<file path="src/rtl/hcis_consts.svh">
// constants for the host channel result and interrupt status block
// assumes inclusion by bare name from the package and the top module
`ifndef HCIS_CONSTS_SVH
`define HCIS_CONSTS_SVH

// register word indices, byte address is four times the index
`define HCIS_IDX_CTRL     10'h000
`define HCIS_IDX_MASK     10'h001
`define HCIS_IDX_RESULT   10'h002
`define HCIS_IDX_MAXPKT   10'h003
`define HCIS_IDX_TOTAL    10'h004
`define HCIS_IDX_LEFT     10'h005
`define HCIS_IDX_STATUS   10'h0EA

// field widths
`define HCIS_PKT_W        11
`define HCIS_TOTAL_W      16
`define HCIS_ACKCNT_W     4
`define HCIS_FLAG_W       4

// control register fields
`define HCIS_CTRL_RUN     0
`define HCIS_CTRL_ACK_LO  4
`define HCIS_CTRL_ACK_HI  7

// cause flags inside the 4-bit flag vector (status bits 7..4)
`define HCIS_FLG_IRP      3
`define HCIS_FLG_ACK      2
`define HCIS_FLG_ERR      1
`define HCIS_FLG_CC       0
`define HCIS_FLG_LO       4
`define HCIS_FLG_HI       7

// transaction result codes
`define HCIS_RC_OK        3'h0
`define HCIS_RC_STALL     3'h1
`define HCIS_RC_OVER      3'h2
`define HCIS_RC_UNDER     3'h3
`define HCIS_RC_RETRY     3'h4

// consecutive limits, value before the third event
`define HCIS_RETRY_LIMIT  2'h2
`define HCIS_NYET_LIMIT   2'h2

// reset values
`define HCIS_FLAG_RST     4'h0
`define HCIS_MAXPKT_RST   11'h040
`define HCIS_TOTAL_RST    16'h0000
`define HCIS_WORD_RST     32'h0000_0000

`endif

</file>
<file path="src/rtl/hcis_pkg.sv">
// types shared by the host channel result and interrupt status block
// assumes the constants header is reachable by bare name
package hcis_pkg;
`include "hcis_consts.svh"

    typedef enum logic [2:0] {
        res_none          = `HCIS_RC_OK,
        res_stall         = `HCIS_RC_STALL,
        overrun_result    = `HCIS_RC_OVER,
        underrun_result   = `HCIS_RC_UNDER,
        retry_fail_result = `HCIS_RC_RETRY
    } hcis_result_type;

    typedef struct packed {
        logic                       valid;
        hcis_result_type            code;
        logic [`HCIS_PKT_W-1:0]     bytes;
        logic [1:0]                 nyet_cnt;
    } hcis_cls_state_type;

    typedef struct packed {
        logic                       run;
        logic [`HCIS_ACKCNT_W-1:0]  ack_cfg;
        logic [`HCIS_FLAG_W-1:0]    mask;
        logic [`HCIS_FLAG_W-1:0]    flags;
        hcis_result_type            code;
        logic [`HCIS_PKT_W-1:0]     max_pkt;
        logic [`HCIS_TOTAL_W-1:0]   total;
        logic [`HCIS_TOTAL_W-1:0]   left;
        logic [`HCIS_ACKCNT_W-1:0]  ack_seen;
        logic [1:0]                 retry_run;
        logic                       ack;
        logic [31:0]                dat;
        logic                       irq;
    } hcis_top_state_type;
endpackage

</file>
<file path="src/rtl/hcis_top.sv">
// host channel transaction result and interrupt status, classic wishbone slave
// assumes a serial engine driving the txn_* flags synchronous to clk
//
// The Wishbone interface to the registers was decided locally.
`timescale 1ns/10ps
`include "hcis_consts.svh"
module hcis_top (
    input  wire logic                       clk,
    input  wire logic                       srst,
    input  wire logic                       wb_cyc_i,
    input  wire logic                       wb_stb_i,
    input  wire logic                       wb_we_i,
    input  wire logic [11:0]                wb_adr_i,
    input  wire logic [3:0]                 wb_sel_i,
    input  wire logic [31:0]                wb_dat_i,
    output logic      [31:0]                wb_dat_o,
    output logic                            wb_ack_o,
    output logic                            irq,
    output logic                            channel_run_bit,
    output hcis_pkg::hcis_result_type       transaction_result_code,
    input  wire logic                       txn_done,
    input  wire logic                       txn_is_in,
    input  wire logic                       txn_stall,
    input  wire logic                       txn_timeout,
    input  wire logic                       txn_crc_err,
    input  wire logic                       txn_stuff_err,
    input  wire logic                       txn_pid_fail,
    input  wire logic                       txn_pid_bad,
    input  wire logic                       txn_toggle_err,
    input  wire logic                       txn_split_err,
    input  wire logic                       txn_split_nyet,
    input  wire logic [`HCIS_PKT_W-1:0]     txn_bytes
);
    import hcis_pkg::*;

    hcis_top_state_type           st_reg;
    hcis_top_state_type           st_next;
    logic                         res_valid;
    hcis_result_type              res_code;
    logic [`HCIS_PKT_W-1:0]       res_bytes;
    logic [`HCIS_TOTAL_W-1:0]     res_wide;
    logic [9:0]                   idx;
    logic                         req;
    logic                         wr;
    logic                         ctrl_wr;
    logic                         fw_start;
    logic                         fw_stop;
    logic                         hw_take;
    logic [`HCIS_ACKCNT_W-1:0]    ack_inc;
    logic [`HCIS_FLAG_W-1:0]      set_vec;
    logic [`HCIS_FLAG_W-1:0]      clr_vec;
    logic [31:0]                  rd_word;

    function automatic logic [31:0] lane_merge(
        input logic [31:0] old_w,
        input logic [31:0] new_w,
        input logic [3:0]  sel
    );
        logic [31:0] res;
        res = old_w;
        for (int b = 0; b < 4; b++) begin
            if (sel[b]) begin
                res[8*b +: 8] = new_w[8*b +: 8];
            end
        end
        return res;
    endfunction

    hcis_classify u_classify (
        .clk              (clk),
        .srst             (srst),
        .txn_done         (txn_done),
        .txn_is_in        (txn_is_in),
        .txn_stall        (txn_stall),
        .txn_timeout      (txn_timeout),
        .txn_crc_err      (txn_crc_err),
        .txn_stuff_err    (txn_stuff_err),
        .txn_pid_fail     (txn_pid_fail),
        .txn_pid_bad      (txn_pid_bad),
        .txn_toggle_err   (txn_toggle_err),
        .txn_split_err    (txn_split_err),
        .txn_split_nyet   (txn_split_nyet),
        .txn_bytes        (txn_bytes),
        .max_packet_bytes (st_reg.max_pkt),
        .bytes_left       (st_reg.left),
        .res_valid        (res_valid),
        .res_code         (res_code),
        .res_bytes        (res_bytes)
    );

    assign res_wide = `HCIS_TOTAL_W'(res_bytes);
    assign idx      = wb_adr_i[11:2];
    // one request per ack, no request is taken in the cycle that ack is high
    assign req      = wb_cyc_i && wb_stb_i && !st_reg.ack;
    assign wr       = req && wb_we_i;
    assign ctrl_wr  = wr && (idx == `HCIS_IDX_CTRL) && wb_sel_i[0];
    assign fw_start = ctrl_wr && !st_reg.run && wb_dat_i[`HCIS_CTRL_RUN];
    assign fw_stop  = ctrl_wr && st_reg.run && !wb_dat_i[`HCIS_CTRL_RUN];
    // results only count while the channel runs
    assign hw_take  = res_valid && st_reg.run;
    assign ack_inc  = st_reg.ack_seen + `HCIS_ACKCNT_W'(1);

    // read mux
    always_comb begin
        rd_word = `HCIS_WORD_RST;
        if (idx == `HCIS_IDX_CTRL) begin
            rd_word[`HCIS_CTRL_ACK_HI:`HCIS_CTRL_ACK_LO] = st_reg.ack_cfg;
            rd_word[`HCIS_CTRL_RUN] = st_reg.run;
        end else if (idx == `HCIS_IDX_MASK) begin
            rd_word[`HCIS_FLG_HI:`HCIS_FLG_LO] = st_reg.mask;
        end else if (idx == `HCIS_IDX_RESULT) begin
            rd_word[2:0] = st_reg.code;
        end else if (idx == `HCIS_IDX_MAXPKT) begin
            rd_word[`HCIS_PKT_W-1:0] = st_reg.max_pkt;
        end else if (idx == `HCIS_IDX_TOTAL) begin
            rd_word[`HCIS_TOTAL_W-1:0] = st_reg.total;
        end else if (idx == `HCIS_IDX_LEFT) begin
            rd_word[`HCIS_TOTAL_W-1:0] = st_reg.left;
        // flags in bits 7..4, low nibble reads zero
        end else if (idx == `HCIS_IDX_STATUS) begin
            rd_word[`HCIS_FLG_HI:`HCIS_FLG_LO] = st_reg.flags;
        end
    end

    always_comb begin
        logic [31:0] m;
        m       = `HCIS_WORD_RST;
        st_next = st_reg;
        set_vec = `HCIS_FLAG_RST;
        clr_vec = `HCIS_FLAG_RST;

        // bus answer one cycle after the request is taken
        st_next.ack = req;
        if (req && !wb_we_i) begin
            st_next.dat = rd_word;
        end

        // result handling
        if (hw_take) begin
            st_next.code = res_code;
            case (res_code)
                res_none: begin
                    st_next.retry_run = 2'h0;
                    st_next.left      = st_reg.left - res_wide;
                    if (st_reg.ack_cfg != '0 && ack_inc == st_reg.ack_cfg) begin
                        set_vec[`HCIS_FLG_ACK] = 1'b1;
                        st_next.ack_seen       = '0;
                    end else begin
                        st_next.ack_seen = ack_inc;
                    end
                    if (res_wide == st_reg.left) begin
                        set_vec[`HCIS_FLG_IRP] = 1'b1;
                        st_next.run            = 1'b0;
                    end
                end
                res_stall, overrun_result, underrun_result: begin
                    set_vec[`HCIS_FLG_CC] = 1'b1;
                    st_next.run           = 1'b0;
                    st_next.retry_run     = 2'h0;
                end
                retry_fail_result: begin
                    set_vec[`HCIS_FLG_ERR] = 1'b1;
                    if (st_reg.retry_run == `HCIS_RETRY_LIMIT) begin
                        set_vec[`HCIS_FLG_CC] = 1'b1;
                        st_next.run           = 1'b0;
                        st_next.retry_run     = 2'h0;
                    end else begin
                        st_next.retry_run = st_reg.retry_run + 2'h1;
                    end
                end
                default: begin
                    st_next.code = st_reg.code;
                end
            endcase
        end

        // firmware register writes
        if (ctrl_wr) begin
            st_next.ack_cfg = wb_dat_i[`HCIS_CTRL_ACK_HI:`HCIS_CTRL_ACK_LO];
        end
        if (fw_start) begin
            st_next.run       = 1'b1;
            st_next.left      = st_reg.total;
            st_next.ack_seen  = '0;
            st_next.retry_run = 2'h0;
        end
        if (fw_stop) begin
            st_next.run           = 1'b0;
            set_vec[`HCIS_FLG_CC] = 1'b1;
        end
        if (wr && idx == `HCIS_IDX_MASK && wb_sel_i[0]) begin
            st_next.mask = wb_dat_i[`HCIS_FLG_HI:`HCIS_FLG_LO];
        end
        if (wr && idx == `HCIS_IDX_MAXPKT) begin
            m = lane_merge(32'(st_reg.max_pkt), wb_dat_i, wb_sel_i);
            st_next.max_pkt = m[`HCIS_PKT_W-1:0];
        end
        if (wr && idx == `HCIS_IDX_TOTAL) begin
            m = lane_merge(32'(st_reg.total), wb_dat_i, wb_sel_i);
            st_next.total = m[`HCIS_TOTAL_W-1:0];
        end
        if (wr && idx == `HCIS_IDX_STATUS && wb_sel_i[0]) begin
            clr_vec = wb_dat_i[`HCIS_FLG_HI:`HCIS_FLG_LO];
        end

        st_next.flags = (st_reg.flags & ~clr_vec) | set_vec;
        st_next.irq   = |(st_next.flags & st_next.mask);
    end

    always_ff @(posedge clk) begin
        if (srst) begin
            st_reg.run       <= 1'b0;
            st_reg.ack_cfg   <= '0;
            st_reg.mask      <= `HCIS_FLAG_RST;
            st_reg.flags     <= `HCIS_FLAG_RST;
            st_reg.code      <= res_none;
            st_reg.max_pkt   <= `HCIS_MAXPKT_RST;
            st_reg.total     <= `HCIS_TOTAL_RST;
            st_reg.left      <= `HCIS_TOTAL_RST;
            st_reg.ack_seen  <= '0;
            st_reg.retry_run <= 2'h0;
            st_reg.ack       <= 1'b0;
            st_reg.dat       <= `HCIS_WORD_RST;
            st_reg.irq       <= 1'b0;
        end else begin
            st_reg <= st_next;
        end
    end

    assign wb_dat_o                = st_reg.dat;
    assign wb_ack_o                = st_reg.ack;
    assign irq                     = st_reg.irq;
    assign channel_run_bit         = st_reg.run;
    assign transaction_result_code = st_reg.code;
endmodule

</file>
<file path="src/rtl/hcis_classify.sv">
// transaction outcome classifier: one registered result per finished transaction, none for the first two consecutive nyets
// assumes the serial engine flags are valid in the cycle of txn_done
`timescale 1ns/10ps
`include "hcis_consts.svh"
module hcis_classify (
    input  wire logic                       clk,
    input  wire logic                       srst,
    input  wire logic                       txn_done,
    input  wire logic                       txn_is_in,
    input  wire logic                       txn_stall,
    input  wire logic                       txn_timeout,
    input  wire logic                       txn_crc_err,
    input  wire logic                       txn_stuff_err,
    input  wire logic                       txn_pid_fail,
    input  wire logic                       txn_pid_bad,
    input  wire logic                       txn_toggle_err,
    input  wire logic                       txn_split_err,
    input  wire logic                       txn_split_nyet,
    input  wire logic [`HCIS_PKT_W-1:0]     txn_bytes,
    input  wire logic [`HCIS_PKT_W-1:0]     max_packet_bytes,
    input  wire logic [`HCIS_TOTAL_W-1:0]   bytes_left,
    output logic                            res_valid,
    output hcis_pkg::hcis_result_type       res_code,
    output logic [`HCIS_PKT_W-1:0]          res_bytes
);
    import hcis_pkg::*;

    hcis_cls_state_type           st_reg;
    hcis_cls_state_type           st_next;
    logic [`HCIS_TOTAL_W-1:0]     rx_wide;
    logic                         over_pkt;
    logic                         over_tot;
    logic                         under;
    logic                         hard;
    logic                         nyet3;

    assign rx_wide  = `HCIS_TOTAL_W'(txn_bytes);
    assign over_pkt = txn_is_in && (txn_bytes > max_packet_bytes);
    assign over_tot = txn_is_in && (rx_wide > bytes_left);
    assign under    = txn_is_in && (txn_bytes < max_packet_bytes) && (rx_wide < bytes_left);
    assign hard     = txn_crc_err || txn_stuff_err || txn_timeout || txn_pid_fail
                      || txn_pid_bad || txn_split_err;
    assign nyet3    = txn_split_nyet && (st_reg.nyet_cnt == `HCIS_NYET_LIMIT);

    always_comb begin
        st_next       = st_reg;
        st_next.valid = 1'b0;
        if (txn_done) begin
            if (txn_split_nyet && !nyet3 && !hard && !txn_stall) begin
                st_next.nyet_cnt = st_reg.nyet_cnt + 2'h1;
            end else begin
                st_next.nyet_cnt = 2'h0;
                st_next.valid    = 1'b1;
                st_next.bytes    = txn_bytes;
                if (txn_stall) begin
                    st_next.code = res_stall;
                // crc or stuffing beats overrun and underrun
                // in-size toggle mismatch is not an overrun
                end else if (hard || nyet3 || (txn_toggle_err && !over_pkt)) begin
                    st_next.code = retry_fail_result;
                end else if (over_pkt || over_tot) begin
                    st_next.code = overrun_result;
                end else if (under) begin
                    st_next.code = underrun_result;
                end else begin
                    st_next.code = res_none;
                end
            end
        end
    end

    always_ff @(posedge clk) begin
        if (srst) begin
            st_reg.valid    <= 1'b0;
            st_reg.code     <= res_none;
            st_reg.bytes    <= '0;
            st_reg.nyet_cnt <= 2'h0;
        end else begin
            st_reg <= st_next;
        end
    end

    assign res_valid = st_reg.valid;
    assign res_code  = st_reg.code;
    assign res_bytes = st_reg.bytes;
endmodule

</file>
<file path="config.mk">
export PLATFORM = sky130hd
export DESIGN_NAME = hcis_top
export DESIGN_NICKNAME = d
export VERILOG_FILES = /design/src/rtl/hcis_pkg.sv /design/src/rtl/hcis_top.sv /design/src/rtl/hcis_classify.sv
export VERILOG_INCLUDE_DIRS = /design/src /design/src/rtl
export SDC_FILE = /design/constraint.sdc
export NUM_CORES = 1
export LEC_CHECK = 0
export ABC_AREA = 1
export BUFFER_PORTS_ARGS = -buffer_cell sky130_fd_sc_hd__clkbuf_2
export CELL_PAD_IN_SITES_DETAIL_PLACEMENT = 1
export CELL_PAD_IN_SITES_GLOBAL_PLACEMENT = 1
export CORE_MARGIN = 2
export CORE_UTILIZATION = 36
export CTS_CLUSTER_SIZE = 10
export DETAILED_ROUTE_END_ITERATION = 16
export GPL_TIMING_DRIVEN = 0
export PLACE_DENSITY = 0.77
export REMOVE_ABC_BUFFERS = 1
export SYNTH_ARGS = -nofsm -noshare
export SYNTH_HDL_FRONTEND = slang
export SYNTH_SLANG_ARGS = --single-unit
export TNS_END_PERCENT = 30
</file>
<file path="constraint.sdc">
create_clock -name clk -period 2 [get_ports clk]
set_input_delay 0.4 -clock clk [delete_from_list [all_inputs] [get_ports clk]]
set_output_delay 0.4 -clock clk [all_outputs]
set_load 0.02 [all_outputs]
</file>
==> results by group <==
Critical path
  • Crit. End Element: flop
  • Arr. time, crit path: 2.16 ns
  • Crit path kind: reg -> reg
  • Crit path max fanout: 3
  • Worst setup SP type: flop
  • Req. time, crit path: 2.27 ns

STA
  • Max Clk Rate: 529 MHz
  • Slew Limit Fails: 0
  • Setup Viol. Count Final: 0
  • Final cycle utilization of the critical path: 0.946
  • Final Skew: 0.0124 ns
  • Final hold vios: 0
  • Worst-Margin Slew: 0.800 ns
  • Worst slew margin: 0.462
  • Tmin final: 1.89 ns
  • WHS: 0.240 ns

Final layout
  • ANT cells: 0
  • Fin util: 0.412
  • Number of flip-flops in the largest register: 61
  • Final instance area: 7350 um2
  • Layout cell share with drive strength beyond 1: 0.171
  • Area grow syn2layout: 13.4%
  • Nets: 1157
  • Fin cells: 1280

Synthesis
  • Ys async rst share: 0
  • Register bit total from synthesis: 100
  • Cell Area, Synth: 6480 um2
  • Avg Cell Area, Syn: 6.55 um2
  • Ys flop type: dfxtp_1
  • Synth top area share: 0.309
  • Post-synthesis cell count: 989
  • Post-synth top cells: nand2_1, inv_1, dfxtp_1, a21oi_1, nand3_1
  • Sequential fraction of the synthesis area: 0.309
  • Ys Warns: 0
  • Count leader, synth: nand2_1
  • Post-synth EDFFs: 0
  • Yosys top cell by area: dfxtp_1
  • Synth cell types: 39
  • Synth area leaders: dfxtp_1, nand2_1, inv_1

Drt
  • Total Wirelength: 20600 um
  • Post-route ant nets: 0
  • Drt pass-1 iters: 4
  • Vias: 6439
  • # DRC: 0
  • Wire per inst: 16.1 um
  • Number of vias per cell: 5.03
  • DRT iter0 DRCs: 263

Place
  • Dpl hpwl: 15900 um
  • Routability cong.: 0.892
  • Placed cell area: 6820 um2
  • Cell count after placement: 1251
  • PortBufs: 76

Power and ir drop
  • P_leak: 3.39 nW
  • Power Total: 4.44 mW
  • Maximum vdd drop: 448 uV
  • PwrDens: 604 nW/um2

Die
  • Count of standard-cell rows: 49
  • Core area: 17800 um2
  • Chip height: 138 um
  • Die X: 138 um
  • Initial Util: 0.363
  • Die area: 19100 um2
  • Io pins: 113

GRT
  • Antenna violations before repair: 0
  • First-pass GRT wire length: 32900 um
  • Largest net degree at the start of global routing: 47
  • Gr ovfl total: 0
  • Gr usage total: 0.216
  • Vias in the first global route: 6302

Clocking
  • Latest clock arrival within the worst-skew pair: 0.37 ns
  • Clk buf depth: 2
  • Inserted Clock Buffers: 9
  • Root Buffer: clkbuf_16
  • Clk sink count: 100
  • Clk slew on worst S/H paths: 0.08 ns
  • CTS H-Tree Depth: 3
  • TritonCTS clock tree: built

Job
  • Max-cap violation count: 0

Hold path
  • Hold Crit Class: in -> reg

Run status
  • Status: completed
## cells by family (layout without fill, tap and decap cells)
kind of cell             Yosys count  after routing  share of synthesized area
AO/OA/AOI/OAI                    176            176                      0.147
XOR/XNOR                           5              5                    0.00676
adder cells (fa/ha/maj)           36             36                     0.0707
buffers and inverters            204            251                      0.146
flip-flops                       100            100                      0.309
other                              1             16                   0.000579
AND/OR/NAND/NOR                  467            467                      0.321
## where the power goes
part	total, mW	internal [mW]	switching [mW]	leakage (nW)
Sequential	2.02	2.01	0.00917	0.810
Combinational	0.533	0.167	0.367	2.43
Clock	1.89	0.994	0.893	0.149
Total	4.44	3.17	1.27	3.39
## critical path, stage by stage, from the launching register on
cell,delay (ns)
dfxtp_2,0.36
inv_1,0.07
ha_2,0.21
fa_2,0.39
o21ai_4,0.20
nand2_1,0.07
nand2_1,0.12
nand2_1,0.07
nand3_1,0.10
nand3_1,0.08
nand2_1,0.06
inv_1,0.05
## path summary, 6_finish.rpt
check	startpoint	to	slack, ns	cells past startpoint
setup / recovery	st_reg[40]	st_reg[46]	0.11	11
hold / removal	txn_bytes[0]	u_classify.res_bytes[0]	0.24	3
setup reg to reg	st_reg[40]	st_reg[46]	0.11	11
hold reg to reg	st_reg[35]	st_reg[35]	0.47	2
## cell type report
type                    count  area, um2
multi-input cells         700       3690
well taps                 229        287
inverters                 145        558
flip-flops and latches    100       2000
fillers                  2391      10500
clock buffers               9        225
clock inverters             7       83.8
repair buffers             90        500
## layer usage
layer  global-route usage  wire (um)
met5                    0          0
met1                0.286       9550
met4               0.0725        521
met2                0.358       9580
met3               0.0395        970
## repair_timing
action                                  in CTS  in global routing
endpoints found under the setup margin      79                 41
pin swaps                                    3                  4
gates resized for setup                     15                 21
setup buffers                                2                 11
hold buffers                                 0                  0
## per-stage QoR
stage          setup slack, ns   TNS, ns
2_1_floorplan           -0.212     -2.04
3_3_place_gp             -1.99   -109.65
3_5_place_dp             -2.01   -103.42
4_1_cts                 -0.117    -0.566
5_1_grt               -0.00726  -0.00726
6_report                 0.109         0
## layout by cell type (no fill, tap or decap), types with 18 or more instances in the layout
| cell | instances |
|---|---|
| a21oi_1 | 80 |
| clkbuf_2 | 75 |
| dfxtp_1 | 98 |
| ha_1 | 34 |
| inv_1 | 130 |
| nand2_1 | 242 |
| nand3_1 | 76 |
| nor2_1 | 70 |
| nor3_1 | 18 |
| o21ai_0 | 61 |
Power figures use the tool's default switching activity.
